--- src/design/audio_serial_map.svh ---
// Offsets, field positions, reset values and timing counts.
`ifndef AUDIO_SERIAL_MAP_SVH
`define AUDIO_SERIAL_MAP_SVH
`define MAIN_FMT_IDX 16'h1055
`define CONV_FMT_IDX 16'h1056
`define OUT_WL_IDX 16'h1060
`define MAIN_DATA_IDX 16'h1061
`define CONV_DATA_IDX 16'h1062
`define STATUS_IDX 16'h1063
`define FMT_RESET 8'h00
`define OUT_WL_RESET 2'h0
`define DATA_VALID_BIT 31
`define SLOT_BITS 32
`define I2S_LAST_BIT 9'h018
`define LJ_LAST_BIT 9'h017
`define TDM_LAST_BIT 5'h18
`define TDM8_CHANNELS 5'h08
`define TDM16_CHANNELS 5'h10
`define STEREO_FRAME_BITS 9'h040
`define BIT_HALF_CYCLES 8'h04
`endif

--- src/design/audio_serial_pkg.sv ---
// Types and shared decoding for the audio serial input ports.
package audio_serial_pkg;
  typedef enum logic [2:0] {
    MODE_I2S = 3'h0,
    MODE_LJ = 3'h1,
    MODE_TDM = 3'h2,
    MODE_RJ24 = 3'h3,
    MODE_RJ20 = 3'h4,
    MODE_RJ18 = 3'h5,
    MODE_RJ16 = 3'h6,
    MODE_RSV = 3'h7
  } mode_t;

  // For the main port hi[0] selects 16-channel TDM; for the converter
  // port hi[1:0] selects the data pin.
  typedef struct packed {
    logic [2:0] hi;
    logic frame_pol;
    logic bit_pol;
    mode_t mode;
  } fmt_t;

  typedef enum logic [1:0] {
    WL_24 = 2'h0,
    WL_20 = 2'h1,
    WL_16 = 2'h2,
    WL_16_ALT = 2'h3
  } word_len_t;

  function automatic logic [4:0] rj_bits(input mode_t m);
    unique case (m)
      MODE_RJ24: rj_bits = 5'h18;
      MODE_RJ20: rj_bits = 5'h14;
      MODE_RJ18: rj_bits = 5'h12;
      MODE_RJ16: rj_bits = 5'h10;
      default: rj_bits = 5'h00;
    endcase
  endfunction
endpackage

--- src/design/audio_serial_if.sv ---
// Serial audio link between the source and the receiving ports.
`timescale 1ns/10ps
`default_nettype none
interface audio_serial_if;
  logic main_frame_clk;
  logic main_bit_clk;
  logic conv_frame_clk;
  logic conv_bit_clk;
  logic [3:0] data_input;
  modport device (
    input main_frame_clk,
    input main_bit_clk,
    input conv_frame_clk,
    input conv_bit_clk,
    input data_input
  );
  modport host (
    output main_frame_clk,
    output main_bit_clk,
    output conv_frame_clk,
    output conv_bit_clk,
    output data_input
  );
endinterface
`default_nettype wire

--- src/design/audio_serial_device.sv ---
// Receiving end: two serial input ports with Avalon-MM registers.
// What this block does
// Output word length code sets 24/20/16 bits.
// Main format register, 8 bits, resets zero.
// Main frame polarity clear means left low.
// Main bit polarity clear means falling change.
// Main modes I2S, left-justified, TDM 8/16.
// Main right-justified 24/20/18/16; 111 reserved.
// Converter data pin chosen by bits 6:5.
// Converter frame polarity set means left high.
// Converter bit polarity set means rising change.
// Converter modes as main, TDM reserved.
// Converter format register, 8 bits, resets zero.
// Sample on edge opposite the change edge.
//
// Design decision made here: register access over Avalon-MM.
`timescale 1ns/10ps
`default_nettype none
`include "audio_serial_map.svh"
module serial_in_rx #(
  parameter bit HAS_TDM = 1'b1
) (
  input wire logic clk,
  input wire logic nrst,
  input wire audio_serial_pkg::fmt_t fmt,
  input wire logic frame_pin,
  input wire logic bit_pin,
  input wire logic data_pin,
  input wire logic out_pop,
  output logic out_valid,
  output logic [27:0] out_entry,
  output logic overrun
);
  import audio_serial_pkg::*;
  typedef struct packed {
    logic [2:0] bit_s;
    logic [1:0] frame_s;
    logic [1:0] data_s;
    logic frame_prev;
    logic started;
    logic [8:0] bit_idx;
    logic [31:0] shift;
    logic [1:0][27:0] entries;
    logic wr_ptr;
    logic rd_ptr;
    logic [1:0] count;
    logic overrun;
  } rx_state_t;
  rx_state_t r_reg;
  rx_state_t r_next;

  always_comb begin
    logic samp;
    logic lr;
    logic d;
    logic left;
    logic tdm;
    logic new_ch;
    logic push;
    logic pop;
    logic [4:0] rjn;
    logic [4:0] chans;
    logic [8:0] idx;
    logic [27:0] entry;
    samp = 1'b0;
    lr = r_reg.frame_s[1];
    d = r_reg.data_s[1];
    left = 1'b0;
    tdm = 1'b0;
    new_ch = 1'b0;
    push = 1'b0;
    pop = out_pop && (r_reg.count != 2'h0);
    rjn = rj_bits(fmt.mode);
    chans = fmt.hi[0] ? `TDM16_CHANNELS : `TDM8_CHANNELS;
    idx = r_reg.bit_idx;
    entry = '0;
    r_next = r_reg;
    r_next.bit_s = {r_reg.bit_s[1:0], bit_pin};
    r_next.frame_s = {r_reg.frame_s[0], frame_pin};
    r_next.data_s = {r_reg.data_s[0], data_pin};
    r_next.overrun = 1'b0;
    // Rising edge when data changes on falling, and the reverse.
    samp = fmt.bit_pol ? (!r_reg.bit_s[1] && r_reg.bit_s[2])
                       : (r_reg.bit_s[1] && !r_reg.bit_s[2]);
    if (samp) begin
      left = (lr == fmt.frame_pol);
      tdm = HAS_TDM && (fmt.mode == MODE_TDM);
      if (tdm) begin
        new_ch = left && (r_reg.frame_prev != fmt.frame_pol);
      end else begin
        new_ch = (lr != r_reg.frame_prev);
      end
      r_next.frame_prev = lr;
      // A right-justified word ends where its channel ends.
      if (new_ch && r_reg.started && (rjn != 5'h00)) begin
        push = 1'b1;
        entry = {3'h0, left, r_reg.shift[23:0] << (5'h18 - rjn)};
      end
      r_next.shift = {r_reg.shift[30:0], d};
      if (new_ch) begin
        idx = 9'h000;
        r_next.started = 1'b1;
      end else if (r_reg.bit_idx != 9'h1ff) begin
        idx = r_reg.bit_idx + 9'h001;
      end
      r_next.bit_idx = idx;
      if (r_reg.started || new_ch) begin
        if (tdm) begin
          if (idx[4:0] == `TDM_LAST_BIT && {1'b0, idx[8:5]} < chans) begin
            push = 1'b1;
            entry = {idx[8:5], r_reg.shift[22:0], d};
          end
        end else if ((fmt.mode == MODE_I2S && idx == `I2S_LAST_BIT) ||
                     (fmt.mode == MODE_LJ && idx == `LJ_LAST_BIT)) begin
          push = 1'b1;
          entry = {3'h0, !left, r_reg.shift[22:0], d};
        end
      end
    end
    // The serial source cannot stall, so a full buffer drops the word.
    if (push && r_reg.count == 2'h2 && !pop) begin
      r_next.overrun = 1'b1;
    end else if (push) begin
      r_next.entries[r_reg.wr_ptr] = entry;
      r_next.wr_ptr = !r_reg.wr_ptr;
    end
    if (pop) begin
      r_next.rd_ptr = !r_reg.rd_ptr;
    end
    r_next.count = r_reg.count + {1'b0, push && !r_next.overrun}
                   - {1'b0, pop};
  end

  always_ff @(posedge clk or negedge nrst) begin
    if (!nrst) begin
      r_reg <= '0;
    end else begin
      r_reg <= r_next;
    end
  end

  assign out_valid = (r_reg.count != 2'h0);
  assign out_entry = r_reg.entries[r_reg.rd_ptr];
  assign overrun = r_reg.overrun;
endmodule // serial_in_rx

module audio_serial_device (
  input wire logic clk,
  input wire logic nrst,
  audio_serial_if.device link,
  input wire logic [15:0] address,
  input wire logic read,
  input wire logic write,
  input wire logic [31:0] writedata,
  input wire logic [3:0] byteenable,
  output logic [31:0] readdata,
  output logic waitrequest
);
  import audio_serial_pkg::*;
  typedef struct packed {
    fmt_t main_fmt;
    fmt_t conv_fmt;
    word_len_t out_wl;
    logic [1:0] overrun;
    logic [1:0] pop;
    logic wait_bit;
    logic [31:0] rdata;
    logic [1:0][7:0] pin_s;
  } dev_state_t;
  dev_state_t r_reg;
  dev_state_t r_next;
  logic main_valid;
  logic conv_valid;
  logic [27:0] main_entry;
  logic [27:0] conv_entry;
  logic main_ovr;
  logic conv_ovr;
  logic conv_pin;

  function automatic logic [31:0] data_word(input logic valid,
      input logic [27:0] e, input word_len_t wl);
    logic [23:0] w;
    w = e[23:0];
    unique case (wl)
      WL_24: w = e[23:0];
      WL_20: w = {e[23:4], 4'h0};
      WL_16, WL_16_ALT: w = {e[23:8], 8'h00};
    endcase
    data_word = '0;
    data_word[`DATA_VALID_BIT] = valid;
    data_word[27:0] = {e[27:24], w};
  endfunction

  assign conv_pin = r_reg.pin_s[1][~r_reg.conv_fmt.hi[1:0]];

  serial_in_rx #(.HAS_TDM(1'b1)) main_rx (
    .clk(clk),
    .nrst(nrst),
    .fmt(r_reg.main_fmt),
    .frame_pin(r_reg.pin_s[1][4]),
    .bit_pin(r_reg.pin_s[1][5]),
    .data_pin(r_reg.pin_s[1][0]),
    .out_pop(r_reg.pop[0]),
    .out_valid(main_valid),
    .out_entry(main_entry),
    .overrun(main_ovr)
  );

  serial_in_rx #(.HAS_TDM(1'b0)) conv_rx (
    .clk(clk),
    .nrst(nrst),
    .fmt(r_reg.conv_fmt),
    .frame_pin(r_reg.pin_s[1][6]),
    .bit_pin(r_reg.pin_s[1][7]),
    .data_pin(conv_pin),
    .out_pop(r_reg.pop[1]),
    .out_valid(conv_valid),
    .out_entry(conv_entry),
    .overrun(conv_ovr)
  );

  always_comb begin
    logic hit;
    logic [15:0] idx;
    logic [1:0] clr;
    hit = (read || write) && r_reg.wait_bit;
    idx = {2'h0, address[15:2]};
    clr = 2'h0;
    r_next = r_reg;
    r_next.wait_bit = !hit;
    r_next.pop = 2'h0;
    r_next.pin_s = {r_reg.pin_s[0], link.conv_bit_clk, link.conv_frame_clk,
                    link.main_bit_clk, link.main_frame_clk, link.data_input};
    if (hit && read) begin
      r_next.rdata = '0;
      if (address[1:0] == 2'h0) begin
        unique case (idx)
          `MAIN_FMT_IDX: r_next.rdata[7:0] = r_reg.main_fmt;
          `CONV_FMT_IDX: r_next.rdata[7:0] = r_reg.conv_fmt;
          `OUT_WL_IDX: r_next.rdata[1:0] = r_reg.out_wl;
          `MAIN_DATA_IDX: begin
            r_next.rdata = data_word(main_valid, main_entry,
                                     r_reg.out_wl);
            r_next.pop[0] = main_valid;
          end
          `CONV_DATA_IDX: begin
            r_next.rdata = data_word(conv_valid, conv_entry,
                                     r_reg.out_wl);
            r_next.pop[1] = conv_valid;
          end
          `STATUS_IDX: r_next.rdata[1:0] = r_reg.overrun;
          default: r_next.rdata = '0;
        endcase
      end
    end
    if (hit && write && byteenable[0] && address[1:0] == 2'h0) begin
      unique case (idx)
        `MAIN_FMT_IDX: r_next.main_fmt = fmt_t'(writedata[7:0]);
        `CONV_FMT_IDX: r_next.conv_fmt = fmt_t'(writedata[7:0]);
        `OUT_WL_IDX: r_next.out_wl = word_len_t'(writedata[1:0]);
        `STATUS_IDX: clr = writedata[1:0];
        default: clr = 2'h0;
      endcase
    end
    // A new overrun in the clearing cycle stays set.
    r_next.overrun = (r_reg.overrun & ~clr) | {conv_ovr, main_ovr};
  end

  always_ff @(posedge clk or negedge nrst) begin
    if (!nrst) begin
      r_reg <= '0;
      r_reg.main_fmt <= fmt_t'(`FMT_RESET);
      r_reg.conv_fmt <= fmt_t'(`FMT_RESET);
      r_reg.out_wl <= word_len_t'(`OUT_WL_RESET);
      r_reg.wait_bit <= 1'b1;
    end else begin
      r_reg <= r_next;
    end
  end

  assign readdata = r_reg.rdata;
  assign waitrequest = r_reg.wait_bit;
endmodule // audio_serial_device
`default_nettype wire

--- src/flat_wrapper.sv ---
// flat-port wrapper written by rule: the top's interface ports become plain ports
module audio_serial_device_flat import audio_serial_pkg::*;
  (clk, nrst, address, read, write, writedata, byteenable, readdata, waitrequest, link_main_frame_clk, link_main_bit_clk, link_conv_frame_clk, link_conv_bit_clk, link_data_input);
  audio_serial_if link_i ();
  input wire logic clk;
  input wire logic nrst;
  input wire logic [15:0] address;
  input wire logic read;
  input wire logic write;
  input wire logic [31:0] writedata;
  input wire logic [3:0] byteenable;
  output logic [31:0] readdata;
  output logic waitrequest;
  input wire logic [$bits(link_i.main_frame_clk)-1:0] link_main_frame_clk;
  input wire logic [$bits(link_i.main_bit_clk)-1:0] link_main_bit_clk;
  input wire logic [$bits(link_i.conv_frame_clk)-1:0] link_conv_frame_clk;
  input wire logic [$bits(link_i.conv_bit_clk)-1:0] link_conv_bit_clk;
  input wire logic [$bits(link_i.data_input)-1:0] link_data_input;
  assign link_i.main_frame_clk = link_main_frame_clk;
  assign link_i.main_bit_clk = link_main_bit_clk;
  assign link_i.conv_frame_clk = link_conv_frame_clk;
  assign link_i.conv_bit_clk = link_conv_bit_clk;
  assign link_i.data_input = link_data_input;
  audio_serial_device u_core (.clk(clk), .nrst(nrst), .link(link_i), .address(address), .read(read), .write(write), .writedata(writedata), .byteenable(byteenable), .readdata(readdata), .waitrequest(waitrequest));
endmodule
--- config.mk ---
export PLATFORM = sky130hd
export DESIGN_NAME = audio_serial_device_flat
export DESIGN_NICKNAME = d
export VERILOG_FILES = /design/src/design/audio_serial_pkg.sv /design/src/design/audio_serial_if.sv /design/src/design/audio_serial_device.sv /design/src/flat_wrapper.sv
export VERILOG_INCLUDE_DIRS = /design/src /design/src/design
export SDC_FILE = /design/constraint.sdc
export NUM_CORES = 1
export LEC_CHECK = 0
export ABC_CLOCK_PERIOD_IN_PS = 9650
export BUFFER_PORTS_ARGS = -buffer_cell sky130_fd_sc_hd__buf_2
export CORE_MARGIN = 5
export CORE_UTILIZATION = 35
export DETAILED_ROUTE_END_ITERATION = 8
export GPL_ROUTABILITY_DRIVEN = 0
export GPL_TIMING_DRIVEN = 0
export SLEW_MARGIN = 10
export SYNTH_ARGS = -nofsm -noshare
export SYNTH_HDL_FRONTEND = slang
export SYNTH_SLANG_ARGS = --single-unit
--- constraint.sdc ---
create_clock -name clk -period 9.65 [get_ports clk]
set_input_delay 0.4825 -clock clk [delete_from_list [all_inputs] [get_ports clk]]
set_output_delay 0.4825 -clock clk [all_outputs]
set_load 0.02 [all_outputs]
==> results.toml <==
[status]
status = "finished, final reports clean"

[synthesis]
syn_area_per_cell_um2 = 10.2
synth_flop_cell = "dfrtp_1"
synthesis.area_mm2 = 0.0141
yosysTopAreaCell = "dfrtp_1"
synthArstFlopShare = 1.00
synth_top_area_frac = 0.475
synthTopCellsByArea = "dfrtp_1 (47%), mux2i_1 (7.1%), nand2_1 (6.8%)"
synth_seq_cells = 268
ys.warnings.count = 0
netlist_instances = 1374
seq_area_frac_synth = 0.477
synth_cell_types = 76
synth_edf_count = 0

[global_routing]
grt_overflow = 0
grt_pass1_vias = 10700
grt_usage = 0.164
grt_max_degree = 116
antenna_found_initial = 0
grt_pass1_wl_um = 59600

[setup_path]
crit_slowest_cell = "clkbuf_1"
cpPeakStageDelay_ps = 450
worstSetupStartpointType = "flop"
cpMostUsedCell = "clkbuf_1"
path_class = "flop to flop"
cp.arrival_ps = 4650
cp-end-kind = "flop"
required_ps = 10110
path_cells = "clkbuf_1, and3b_1, clkbuf_1, buf_2, inv_1, ha_1, clkbuf_1, clkbuf_1, nand3_1, o21a_1, o21a_1, a211oi_1, a21oi_1, o21ai_0"
critPathMaxFanout = 10
reg2reg_depth = 14

[finish]
drive_gt1_frac = 0.194
final_cells = 2021
largest_reg_flops = 98
fillers = 3885
diodes = 0
final_util = 0.406
fin_nets = 1547
syn_to_final_growth_pct = 14.7

[floorplan]
die_y_um = 210
die-area_mm2 = 0.0443
coreArea_mm2 = 0.0397
die_w_um = 210
num_rows = 73
initial_core_util = 0.354
io_pins = 97

[routing]
vias = 11000
viasPerCell = 5.43
top_layer = "met4"
wl_met1_um = 17300
wl_met2_um = 16200
wl_per_cell_um = 18.3
ant_nets = 0
drtIter0Drc = 980
dr.pass1.iters = 5
drc = 0
wl_um = 36900
wl_met3_um = 2720

[clocking]
cts-root-buf = "clkbuf_16"
clock-sinks = 268
insertion_delay_ps = 550
cts_tree = "yes"
cts_resized = 0
cts_buffer_depth = 3
cts_made_buffers = 28
clk_pin_slew_ps = 60
htree_levels = 1

[min_path]
hp-class = "input pin to flop"
min_path_cells = 1

[power]
seqPwrFrac = 0.471
cellPowerDensity_mw_per_mm2 = 161
comb_power_share = 0.082
p_int_w = 0.00194
total_power_w = 0.00259
ir_drop_uv = 117
p_leak_nw = 7.23
p_clk_frac = 0.447
p_switching_w = 0.000649
swShare = 0.250

[timing]
maxSlewViolCount = 0
setup_viol = 0
worst_clock_skew_ps = 9.38
fin_setup_tns_ps = 0
period_share = 0.433
fmax_mhz = 239
slew_headroom = 0.289
finalHoldViolations = 0
period_needed_ps = 4180
worst_pin_slew_ps = 1060
rsz0062_at_grt = "false"

[place]
hpwl_um = 26700
dp.cells = 1969
io_buffers = 66

[job]
cap_violations = 0
==> Yosys cell counts (9+ instances only) <==
master	number
a21o_1	17
and3_1	11
clkbuf_1	63
nand3_1	25
nor3_1	14
dfrtp_1	267
nand4_1	9
buf_2	13
mux2i_1	100
buf_4	35
xnor2_1	15
inv_1	14
mux2_2	71
a211oi_1	22
mux4_2	19
nand2_1	256
o21a_1	9
o22ai_1	9
a31oi_1	22
nor2_1	69
a21oi_1	78
nor2b_1	13
o21ai_0	56
o221ai_1	18
==> worst max-delay path: cells and delay by family, from the launching register on <==
family / cells / cell delay (ps)
buf+inv: 6 / 2020
flops: 1 / 340
simple gates: 2 / 360
fa+ha+maj: 1 / 320
compound gates: 5 / 1050
==> timing repair <==
item | CTS | global route
hold buffers | 1 | 0
endpoints found under the hold margin | 66 | 0
buffers inserted | 0 | 0
==> power groups by stage <==
stage,clock network (W),registers (W),logic (W)
global route,0.00123,0.00123,0.000237
finish,0.00116,0.00122,0.000213
floorplan,0,0.00122,0.000133
CTS,0.00118,0.00122,0.000211
global placement,0,0.00124,0.000203
detailed placement,0,0.00124,0.000210
==> metal layers <==
| metal | vias up | global-route usage |
|---|---|---|
| met2 | 390 | 0.248 |
| met1 | 5431 | 0.247 |
| li1 | 5107 | - |
| met4 | 0 | 0.0340 |
| met3 | 51 | 0.0313 |
| met5 | - | 0 |
==> placed cells by master, fill, tap and decap left out, types with 9 or more instances in the layout <==
master / count
nor2_1: 69
clkbuf_1: 66
a211oi_1: 22
buf_4: 35
nand3_1: 25
clkbuf_16: 29
nand4_1: 9
inv_1: 14
nor3_1: 12
a21oi_1: 78
mux4_2: 19
o21ai_0: 56
and3_1: 11
a21o_1: 17
a31oi_1: 22
mux2_2: 71
o21a_1: 9
o221ai_1: 18
nor2b_1: 13
dfrtp_1: 267
xnor2_1: 15
nand2_1: 256
o22ai_1: 9
buf_2: 78
mux2i_1: 100
==> final cells by class <==
type,count,area [um2],area share
plain buffers,125,681,0.0422
clock buffers,39,833,0.0516
clock inverters,12,160,0.00992
inverters,14,52.6,0.00326
multi-input cells,969,6650,0.412
flip-flops and latches,268,6710,0.416
well taps,525,657,0.0407
repair buffers,69,405,0.0251
==> cells by family after synthesis <==
kind of cell             Yosys count  synth area share
flip-flops                       268             0.477
buffers and inverters            139            0.0521
XOR/XNOR                          21            0.0131
adder cells (fa/ha/maj)            8           0.00712
AND/OR/NAND/NOR                  442             0.142
AO/OA/AOI/OAI                    302             0.146
other                              1          0.000267
multiplexers                     193             0.163
==> per-stage QoR <==
step                      cell area, um2  hold WS [ps]  worst slack [ps]
after floorplan                    14100           187              6190
after global placement             15100           332              3230
after detailed placement           15100           335              5510
after CTS                          16100          9.84              5510
after global routing               16100          18.4              5060
final                              16100          34.0              5470
==> worst paths after layout <==
kind	slack, ps	start	endpoint
hold / removal	30	link_main_bit_clk	u_core.r_next[13]$_DFF_PN0_
setup reg to reg	5470	u_core.r_reg[65]$_DFFE_PN0P_	u_core.main_rx.r_reg[53]$_DFFE_PN0P_
max in group asynchronous	8250	nrst	u_core.main_rx.r_reg[73]$_DFFE_PN0P_
setup / recovery	5470	u_core.r_reg[65]$_DFFE_PN0P_	u_core.main_rx.r_reg[53]$_DFFE_PN0P_
min in group asynchronous	470	nrst	u_core.conv_rx.r_reg[80]$_DFFE_PN0P_
hold reg to reg	350	u_core.r_next[14]$_DFF_PN0_	u_core.r_reg[14]$_DFF_PN0_
Note: power is estimated with default switching activity, not from simulation.
